### config.mk
export PLATFORM = sky130hd
export DESIGN_NAME = lrfc_io_dev
export DESIGN_NICKNAME = d
export VERILOG_FILES = /design/src/lrfc_pkg.sv /design/src/lrfc_io_dev.sv
export SDC_FILE = /design/constraint.sdc
export NUM_CORES = 1
export LEC_CHECK = 0
export BUFFER_PORTS_ARGS = -buffer_cell sky130_fd_sc_hd__clkbuf_2
export CAP_MARGIN = 20
export CORE_AREA = 2 2 128 130
export CTS_CLUSTER_SIZE = 30
export DETAILED_ROUTE_END_ITERATION = 6
export DIE_AREA = 0 0 130 132
export PLACE_DENSITY = 0.8
export SLEW_MARGIN = 30
export SYNTH_ARGS = -nofsm -noshare
export SYNTH_HDL_FRONTEND = slang
export SYNTH_SLANG_ARGS = --single-unit
### constraint.sdc
create_clock -name ref_clk -period 2.05 [get_ports ref_clk]
set_clock_uncertainty 0.2 [all_clocks]
set_input_delay 0.1025 -clock ref_clk [delete_from_list [all_inputs] [get_ports ref_clk]]
set_output_delay 0.1025 -clock ref_clk [all_outputs]
set_load 0.05 [all_outputs]
### src/lrfc_pkg.sv
// Package for the legacy remap fault checker: constants, codes, carriers.
// Assumes a single 10 MHz clock domain and an Avalon-MM register master.
package lrfc_pkg;

  localparam int ADDR_W = 64;

  // Fault reason codes
  localparam logic [7:0] FR_NONE = 8'h00;
  localparam logic [7:0] FR_OVERFLOW = 8'h04;
  localparam logic [7:0] FR_WRITE_DENIED = 8'h05;
  localparam logic [7:0] FR_READ_DENIED = 8'h06;
  localparam logic [7:0] FR_WALK_ACCESS = 8'h07;
  localparam logic [7:0] FR_ENTRY_RSVD = 8'h0c;
  localparam logic [7:0] FR_INTR_WINDOW = 8'h0e;

  localparam logic [1:0] TABLE_MODE_LEGACY = 2'h0;
  localparam logic [1:0] TT_PASSTHROUGH = 2'h2;

  // Interrupt window: output address bits 31:20 equal to fee
  localparam logic [11:0] INTR_WIN_TAG = 12'hfee;
  localparam int INTR_WIN_LSB = 20;

  // Register word offsets (byte addresses)
  localparam logic [7:0] OFF_CTRL = 8'h00;
  localparam logic [7:0] OFF_CAP = 8'h04;
  localparam logic [7:0] OFF_STATUS = 8'h08;
  localparam logic [7:0] OFF_FADDR_LO = 8'h0c;
  localparam logic [7:0] OFF_FADDR_HI = 8'h10;
  localparam logic [7:0] OFF_FSRC = 8'h14;

  // Control register fields
  localparam int CTRL_MODE_LSB = 0;
  localparam int CTRL_ZLR_BIT = 2;
  localparam int CTRL_MAX_GUEST_ADDR_WIDTH_LSB = 8;
  localparam int CTRL_HAW_LSB = 16;
  localparam logic [6:0] MAX_GUEST_ADDR_WIDTH_RST = 7'h30;
  localparam logic [6:0] HAW_RST = 7'h27;
  localparam logic [31:0] UNMAPPED_DATA = 32'h0000_0000;

  typedef enum logic [2:0] {
    LRFC_KIND_UNTRANSLATED = 3'h1,
    LRFC_KIND_TRANSLATION = 3'h2,
    LRFC_KIND_TRANSLATED = 3'h4
  } lrfc_kind_e;

  typedef enum logic [2:0] {
    LRFC_CPL_SUCCESS = 3'h1,
    LRFC_CPL_UR = 3'h2,
    LRFC_CPL_CA = 3'h4
  } lrfc_cpl_e;

  // One checked request with its walk and context results
  typedef struct packed {
    logic valid;
    lrfc_kind_e kind;
    logic [15:0] source_id;
    logic [ADDR_W-1:0] addr;
    logic [ADDR_W-1:0] out_addr;
    logic is_write;
    logic is_read;
    logic zero_len;
    logic [1:0] translation_type;
    logic [6:0] context_addr_width;
    logic walk_access_error;
    logic entry_reserved_error;
    logic perm_read;
    logic perm_write;
    logic perm_user;
    logic perm_super;
  } lrfc_req_s;

  typedef struct packed {
    logic valid;
    lrfc_cpl_e cpl;
    logic [7:0] reason;
    logic perm_read;
    logic perm_write;
    logic perm_user;
    logic perm_super;
  } lrfc_rsp_s;

  typedef struct packed {
    logic valid;
    logic [7:0] reason;
    logic [15:0] source_id;
    logic [ADDR_W-1:0] addr;
  } lrfc_fault_s;

endpackage : lrfc_pkg

### src/lrfc_io_dev.sv
// I/O device model: turns bench commands into one-cycle requests.
// Assumes commands change just after the rising edge of ref_clk.
`timescale 1ns/1ns
module lrfc_io_dev (
  // Clock and reset
  input wire logic ref_clk,
  input wire logic rst,
  // Command in, request out
  input wire lrfc_pkg::lrfc_req_s cmd,
  output lrfc_pkg::lrfc_req_s req
);
  // Idle fields toggle so a stale request never looks fresh
  always_ff @(posedge ref_clk)
  begin
    if (rst)
      req <= '0;
    else if (cmd.valid)
      req <= cmd;
    else
      req <= {1'b0, ~req[$bits(req)-2:0]};
  end
endmodule : lrfc_io_dev

# Word level (Yosys, flattened, before mapping)
# Index checks and enable logic that the tools add are counted.
[totals] wordCells=18 output_inout_bits=166 in_bits=168 ff_bits=166
[classes] n_bitwise=1 mux=1
[op_table] op="$mux 166" n=1
[op_table] op="$not 165->165" n=1

# Depth between registers and ports, before layout
# Gate-level depths: netlist of the first run.
[depth] word_depth=2 mapped_depth=6 mapped_depth_nobuf=2

# Least setup slack after synthesis of the first run
# Ideal clock, no wire load.
[synth_timing] path_type="reg2reg" from="register req[10] in the netlist's numbering" to="register req[10] in the netlist's numbering" arrival_time_ns=0.905 setup_time_ns=0.070 n_path_buf=0 period_less_slack_ns=1.175 path_slack_ns=0.875 stages_incl_launch_ff=3 t_required_ns=1.780 cell_sequence="dfxtp_1 -> or2_2 -> a21oi_1"
[synth_between] elab_chain_len=2
[synth_lines] element="from (decl)" line="lrfc_io_dev.sv:10" source="output lrfc_pkg::lrfc_req_s req"
[synth_lines] element="from (signal assigned)" line="lrfc_io_dev.sv:18" source="req <= cmd;"
[synth_lines] element="from (signal assigned)" line="lrfc_io_dev.sv:20" source="req <= {1'b0, ~req[$bits(req)-2:0]};"
[synth_lines] element="$not 165->165" line="lrfc_io_dev.sv:20"
[synth_lines] element="$mux 166" line="lrfc_io_dev.sv:17" source="else if (cmd.valid)"
# Every way passes these cells.
# A chain may end at the register's enable or synchronous reset.

# Final worst setup path of the first run
[layout_timing] from="input cmd[22] in the netlist's numbering" to="register req[22] in the netlist's numbering"
[layout_between] elab_chain_len=1
[layout_lines] element="from (decl)" line="lrfc_io_dev.sv:9" source="input wire lrfc_pkg::lrfc_req_s cmd,"
[layout_lines] element="$mux 166" line="lrfc_io_dev.sv:17"
# Every way passes these cells.

==> results of run 1 <==
[worst paths after layout]
| path | slack, ps | cells after the start | end |
|---|---|---|---|
| max | 30 | 6 | req[22] |
| min | 10 | 3 | req[34] |
| max reg2reg | 400 | 3 | req[25] |
| min reg2reg | 320 | 2 | req[44] |
[cells in the mapped netlist]
master | count | area share
buf_2 | 2 | 0.0016
buf_4 | 16 | 0.019
clkbuf_1 | 19 | 0.011
buf_12 | 1 | 0.0032
buf_1 | 2 | 0.0012
or2_0 | 97 | 0.097
buf_6 | 15 | 0.027
or2_1 | 11 | 0.011
dfxtp_1 | 166 | 0.53
a21oi_2 | 10 | 0.014
nand2_1 | 165 | 0.099
a21oi_1 | 155 | 0.12
nor2b_1 | 1 | 0.0010
or2_2 | 57 | 0.057
[logic make-up (layout without fill, tap and decap cells)]
kind of cell / after synthesis / after routing
buf+inv: 55 / 605
compound gates: 165 / 165
simple gates: 331 / 331
flops: 166 / 166
[final cells by class]
class / instances / share of cell area
repair buffers: 575 / 0.383
flip-flops and latches: 166 / 0.306
multi-input cells: 496 / 0.232
clock buffers: 19 / 0.0418
well taps: 216 / 0.0249
clock inverters: 11 / 0.0115
[worst min-delay path, stage by stage]
cell and delay, ps:
buf_4 140, buf_12 190, a21oi_1 140
[power by group through the flow]
stage               sequential [mW]  combinational, mW  clock, mW
floorplan                      4.47              0.489          0
global placement               3.64               1.76          0
detailed placement             3.64               1.78          0
CTS                            3.57               2.15       3.24
global route                   3.62               2.35       3.35
finish                         3.59               2.23       3.18
[per-layer routing]
layer | vias to the layer above | part of all wire | GRT usage
met4 | 0 | 0.049 | 0.157
met1 | 3326 | 0.37 | 0.265
met2 | 396 | 0.50 | 0.466
met5 | - | 0 | 0
li1 | 3371 | - | -
met3 | 118 | 0.081 | 0.0771
[per-stage QoR]
| step | setup WS [ps] | std cells | hold slack [ps] | instance area, µm² | power, mW |
|---|---|---|---|---|---|
| floorplan | 875 | 717 | 38.5 | 6240 | 4.96 |
| global placement | 714 | 1219 | 128 | 7930 | 5.39 |
| detailed placement | 684 | 1219 | 132 | 7930 | 5.42 |
| CTS | 168 | 1483 | 1.56 | 10800 | 8.96 |
| global route | 7.48 | 1483 | 23.2 | 10800 | 9.31 |
| finish | 31.1 | 1483 | 11.6 | 10800 | 9.00 |
==> flow_metrics.env, run 1 <==
export IMPL_status="finished clean"
export IMPL_critPathMaxStageDelay_ps=600
export IMPL_first_iter_violations=375
export IMPL_synth_xor_area_share=0
export IMPL_drtAntennaViolNets=0
export IMPL_synthAdderAreaFrac=0
export IMPL_hold_start="rst"
export IMPL_yosys_register_bits=166
export IMPL_crit_arrival_ps=2180
export IMPL_irDropWorstVdd_mv=0.501
export IMPL_final_cell_mix="clkbuf_2 (331), dlygate4sd3_1 (234), dfxtp_1 (166)"
export IMPL_seq_area_mm2=0.00332
export IMPL_cts_root_buf="clkbuf_16"
export IMPL_clkTransAtPathRegs_ps=70
export IMPL_vias=7211
export IMPL_tns_ps=0
export IMPL_leakage_nw=5.10
export IMPL_drt_drc_violations_left=0
export IMPL_syn_area_mm2=0.00624
export IMPL_vias_per_cell=4.86
export IMPL_max_freq_mhz=495
export IMPL_die_area_mm2=0.0172
export IMPL_crit_type="input pin to flip-flop"
export IMPL_synth_compound_area_share=0.138
export IMPL_hp_class="input pin to flip-flop"
export IMPL_clk_path_buf_depth=2
export IMPL_fin_crit_ps=2020
export IMPL_core_mm2=0.0157
export IMPL_clock_sinks=166
export IMPL_cp_cell_sequence="dlygate4sd3_1, clkbuf_2, nand2_1, dlygate4sd3_1, a21oi_1, dlygate4sd3_1"
export IMPL_mostFrequentLayoutCell="clkbuf_2"
export IMPL_grt_pass1_wl_um=35700
export IMPL_drt_total_wl_um=23100
export IMPL_clock_power_share=0.353
export IMPL_yosys_warnings=0
export IMPL_io_pins=334
export IMPL_antenna_found_initial=0
export IMPL_drive_above_1_share=0.346
export IMPL_syn_nets=885
export IMPL_rows=46
export IMPL_cts_hold_buf=234
export IMPL_muxShareOfSynthArea=0
export IMPL_ctsResizeCount=0
export IMPL_synth_top_family_by_area="simple AND/OR/NAND/NOR gates"
export IMPL_timing_slew_headroom=0.680
export IMPL_synthCells=717
export IMPL_dpl_hpwl_um=11100
export IMPL_clock_latency_ps=420
export IMPL_crit_path_end_kind="flip-flop"
export IMPL_crit_fanout=1
export IMPL_area_growth_pct=73.7
export IMPL_cellInternalPower_mw=6.13
export IMPL_largest_reg_flops=166
export IMPL_ys_types=14
export IMPL_wl_per_cell_um=15.6
export IMPL_power_switching_share=0.319
export IMPL_r2r_start="req[25]"
export IMPL_finish_utilization=0.690
export IMPL_critPathMostFrequentCell="dlygate4sd3_1"
export IMPL_io_buffers=333
export IMPL_fillers=1032
export IMPL_firstDrtPassIters=5
export IMPL_cts_buffers=17
export IMPL_p_per_area_mw_per_mm2=830
export IMPL_tightest_slew_ps=479
export IMPL_maxSlewViolCount=0
export IMPL_ys_seq_area_frac=0.532
export IMPL_htreeDepth=4
export IMPL_grt_use_total=0.261
export IMPL_finalSetupViolCount=0
export IMPL_largest_registers="req (166)"
export IMPL_power_frac_comb=0.248
export IMPL_cts_tree="yes"
export IMPL_chipHeight_um=132
export IMPL_cp_startpoint="cmd[22]"
export IMPL_p_sw_mw=2.87
export IMPL_top_register="req"
export IMPL_crit_family="buffers and inverters"
export IMPL_nNetsFinal=1424
export IMPL_crit_slowest_cell="dlygate4sd3_1"
export IMPL_rsz0062_at_grt="false"
export IMPL_avgSynthCellArea_um2=8.71
export IMPL_cp_start_kind="input pin"
export IMPL_cts_setup_buffers=0
export IMPL_overflow=0
export IMPL_n_antenna_cell=0
export IMPL_seq_power_share=0.399
export IMPL_finalCritPeriodShare=0.985
export IMPL_grt_pass1_vias=7405
export IMPL_cap_viol_max_count=0
export IMPL_initial_utilization=0.397
export IMPL_cp_num_buf_inv=4
export IMPL_dieWidth_um=130
export IMPL_finalHoldViolations=0
export IMPL_grt_max_degree=94
export IMPL_place_congestion=0.767
export IMPL_synthSimpleGateAreaFrac=0.266
export IMPL_crit_required_ps=2210
export IMPL_multiInputGateArea_mm2=0.00252
Note: power is estimated with default switching activity, not from simulation.
==> run 2, diff against run 1 <==
RECOVER_POWER = 50   (was default)
==> run 2 against run 1 <==
  * Fmax grew 0.29%
  * Die area did not move
  * Design area down 0.76%
  * Final cell count is the same
  * Register-to-register slack got worse by 30 ps
  * Global-route usage did not move
==> flow_metrics.env, run 2 (synthesis results as in run 1) <==
export IMPL_status="finished clean"
export IMPL_finalCritPeriodShare=0.982
export IMPL_final_setup_worst_slack_ps=36.9
export IMPL_wl_per_cell_um=15.6
export IMPL_mostFrequentLayoutCell="clkbuf_2"
export IMPL_die_area_mm2=0.0172
export IMPL_placed_cell_area_mm2=0.00793
export IMPL_vias=7144
export IMPL_critPathMaxStageDelay_ps=600
export IMPL_grt_pass1_wl_um=35700
export IMPL_timing_slew_headroom=0.271
export IMPL_final_cell_mix="clkbuf_2 (284), dlygate4sd3_1 (234), dfxtp_1 (166)"
export IMPL_cts_root_buf="clkbuf_16"
export IMPL_tightest_slew_ps=1090
export IMPL_cp_cell_sequence="dlygate4sd3_1, clkbuf_2, nand2_1, dlygate4sd3_1, a21oi_1, dlygate4sd3_1"
export IMPL_dieWidth_um=130
export IMPL_top_register="req"
export IMPL_hp_class="input pin to flip-flop"
export IMPL_n_antenna_cell=0
export IMPL_tns_ps=0
export IMPL_overflow=0
export IMPL_fin_area_mm2=0.0108
export IMPL_cts_setup_buffers=0
export IMPL_grt_use_total=0.261
export IMPL_cts_hold_buf=234
export IMPL_crit_path_end_kind="flip-flop"
export IMPL_hold_slack_ps=17.5
export IMPL_finalHoldViolations=0
export IMPL_chipHeight_um=132
export IMPL_nNetsFinal=1424
export IMPL_drt_drc_violations_left=0
export IMPL_clkTransAtPathRegs_ps=70
export IMPL_cts_tree="yes"
export IMPL_area_growth_pct=72.4
export IMPL_rows=46
export IMPL_finalPower_mw=8.98
export IMPL_multiInputGateArea_mm2=0.00252
export IMPL_core_mm2=0.0157
export IMPL_htreeDepth=4
export IMPL_cap_viol_max_count=0
export IMPL_irDropWorstVdd_mv=0.509
export IMPL_p_per_area_mw_per_mm2=835
export IMPL_instances_no_fill=1483
export IMPL_crit_type="input pin to flip-flop"
export IMPL_io_pins=334
export IMPL_clock_sinks=166
export IMPL_place_congestion=0.767
export IMPL_fin_crit_ps=2010
export IMPL_drive_above_1_share=0.306
export IMPL_grt_max_degree=94
export IMPL_vias_per_cell=4.82
export IMPL_rsz0062_at_grt="false"
export IMPL_antenna_found_initial=0
export IMPL_cp_start_kind="input pin"
export IMPL_firstDrtPassIters=5
export IMPL_dpl_hpwl_um=11100
export IMPL_crit_required_ps=2200
export IMPL_crit_fanout=1
export IMPL_crit_slowest_cell="dlygate4sd3_1"
export IMPL_seq_area_mm2=0.00332
export IMPL_fillers=1074
export IMPL_dp_slack_ps=684
export IMPL_crit_arrival_ps=2170
export IMPL_io_buffers=333
export IMPL_cts_buffers=17
export IMPL_finish_utilization=0.685
export IMPL_placed_cells=1219
export IMPL_clk_path_buf_depth=2
export IMPL_clock_latency_ps=410
export IMPL_initial_utilization=0.397
export IMPL_critPathMostFrequentCell="dlygate4sd3_1"
export IMPL_max_freq_mhz=497
export IMPL_first_iter_violations=363
export IMPL_ctsResizeCount=0
export IMPL_drt_total_wl_um=23100
export IMPL_largest_registers="req (166)"
export IMPL_drtAntennaViolNets=0
export IMPL_leakage_nw=4.94
export IMPL_grt_pass1_vias=7405
export IMPL_maxSlewViolCount=0
export IMPL_finalSetupViolCount=0
export IMPL_largest_reg_flops=166
run 2: path summary, 6_finish.rpt:
path / slack, ps / cells past startpoint / to / start
setup / recovery: 40 / 6 / req[16] / cmd[16]
hold / removal: 20 / 3 / req[151] / rst
setup reg to reg: 370 / 3 / req[25] / req[25]
hold reg to reg: 320 / 2 / req[45] / req[45]
run 2: layout make-up:
class	instances	share of cell area
timing repair buffer	575	0.379
sequential	166	0.309
multi-input combinational	496	0.234
clock buffer	19	0.0421
tap	216	0.0251
clock inverter	11	0.0116
run 2: critical path: cells and delay by family:
family	cells	cell delay [ps]
and+or+nand+nor	1	60
buffers and inverters	4	1830
AOI/OAI and AO/OA	1	170
run 2: report_power, final:
group          internal, mW  total (mW)  switching (mW)
logic                 0.791        2.21            1.42
registers              3.47        3.59           0.127
clock network          1.85        3.18            1.33
total                  6.11        8.98            2.87
run 2: per-layer routing:
layer,share of wire,routed length [µm],GRT usage,vias up
met2,0.50,11500,0.466,395
li1,-,-,-,3370
met4,0.050,1160,0.157,0
met5,0,0,0,-
met3,0.084,1950,0.0771,118
met1,0.37,8500,0.265,3261
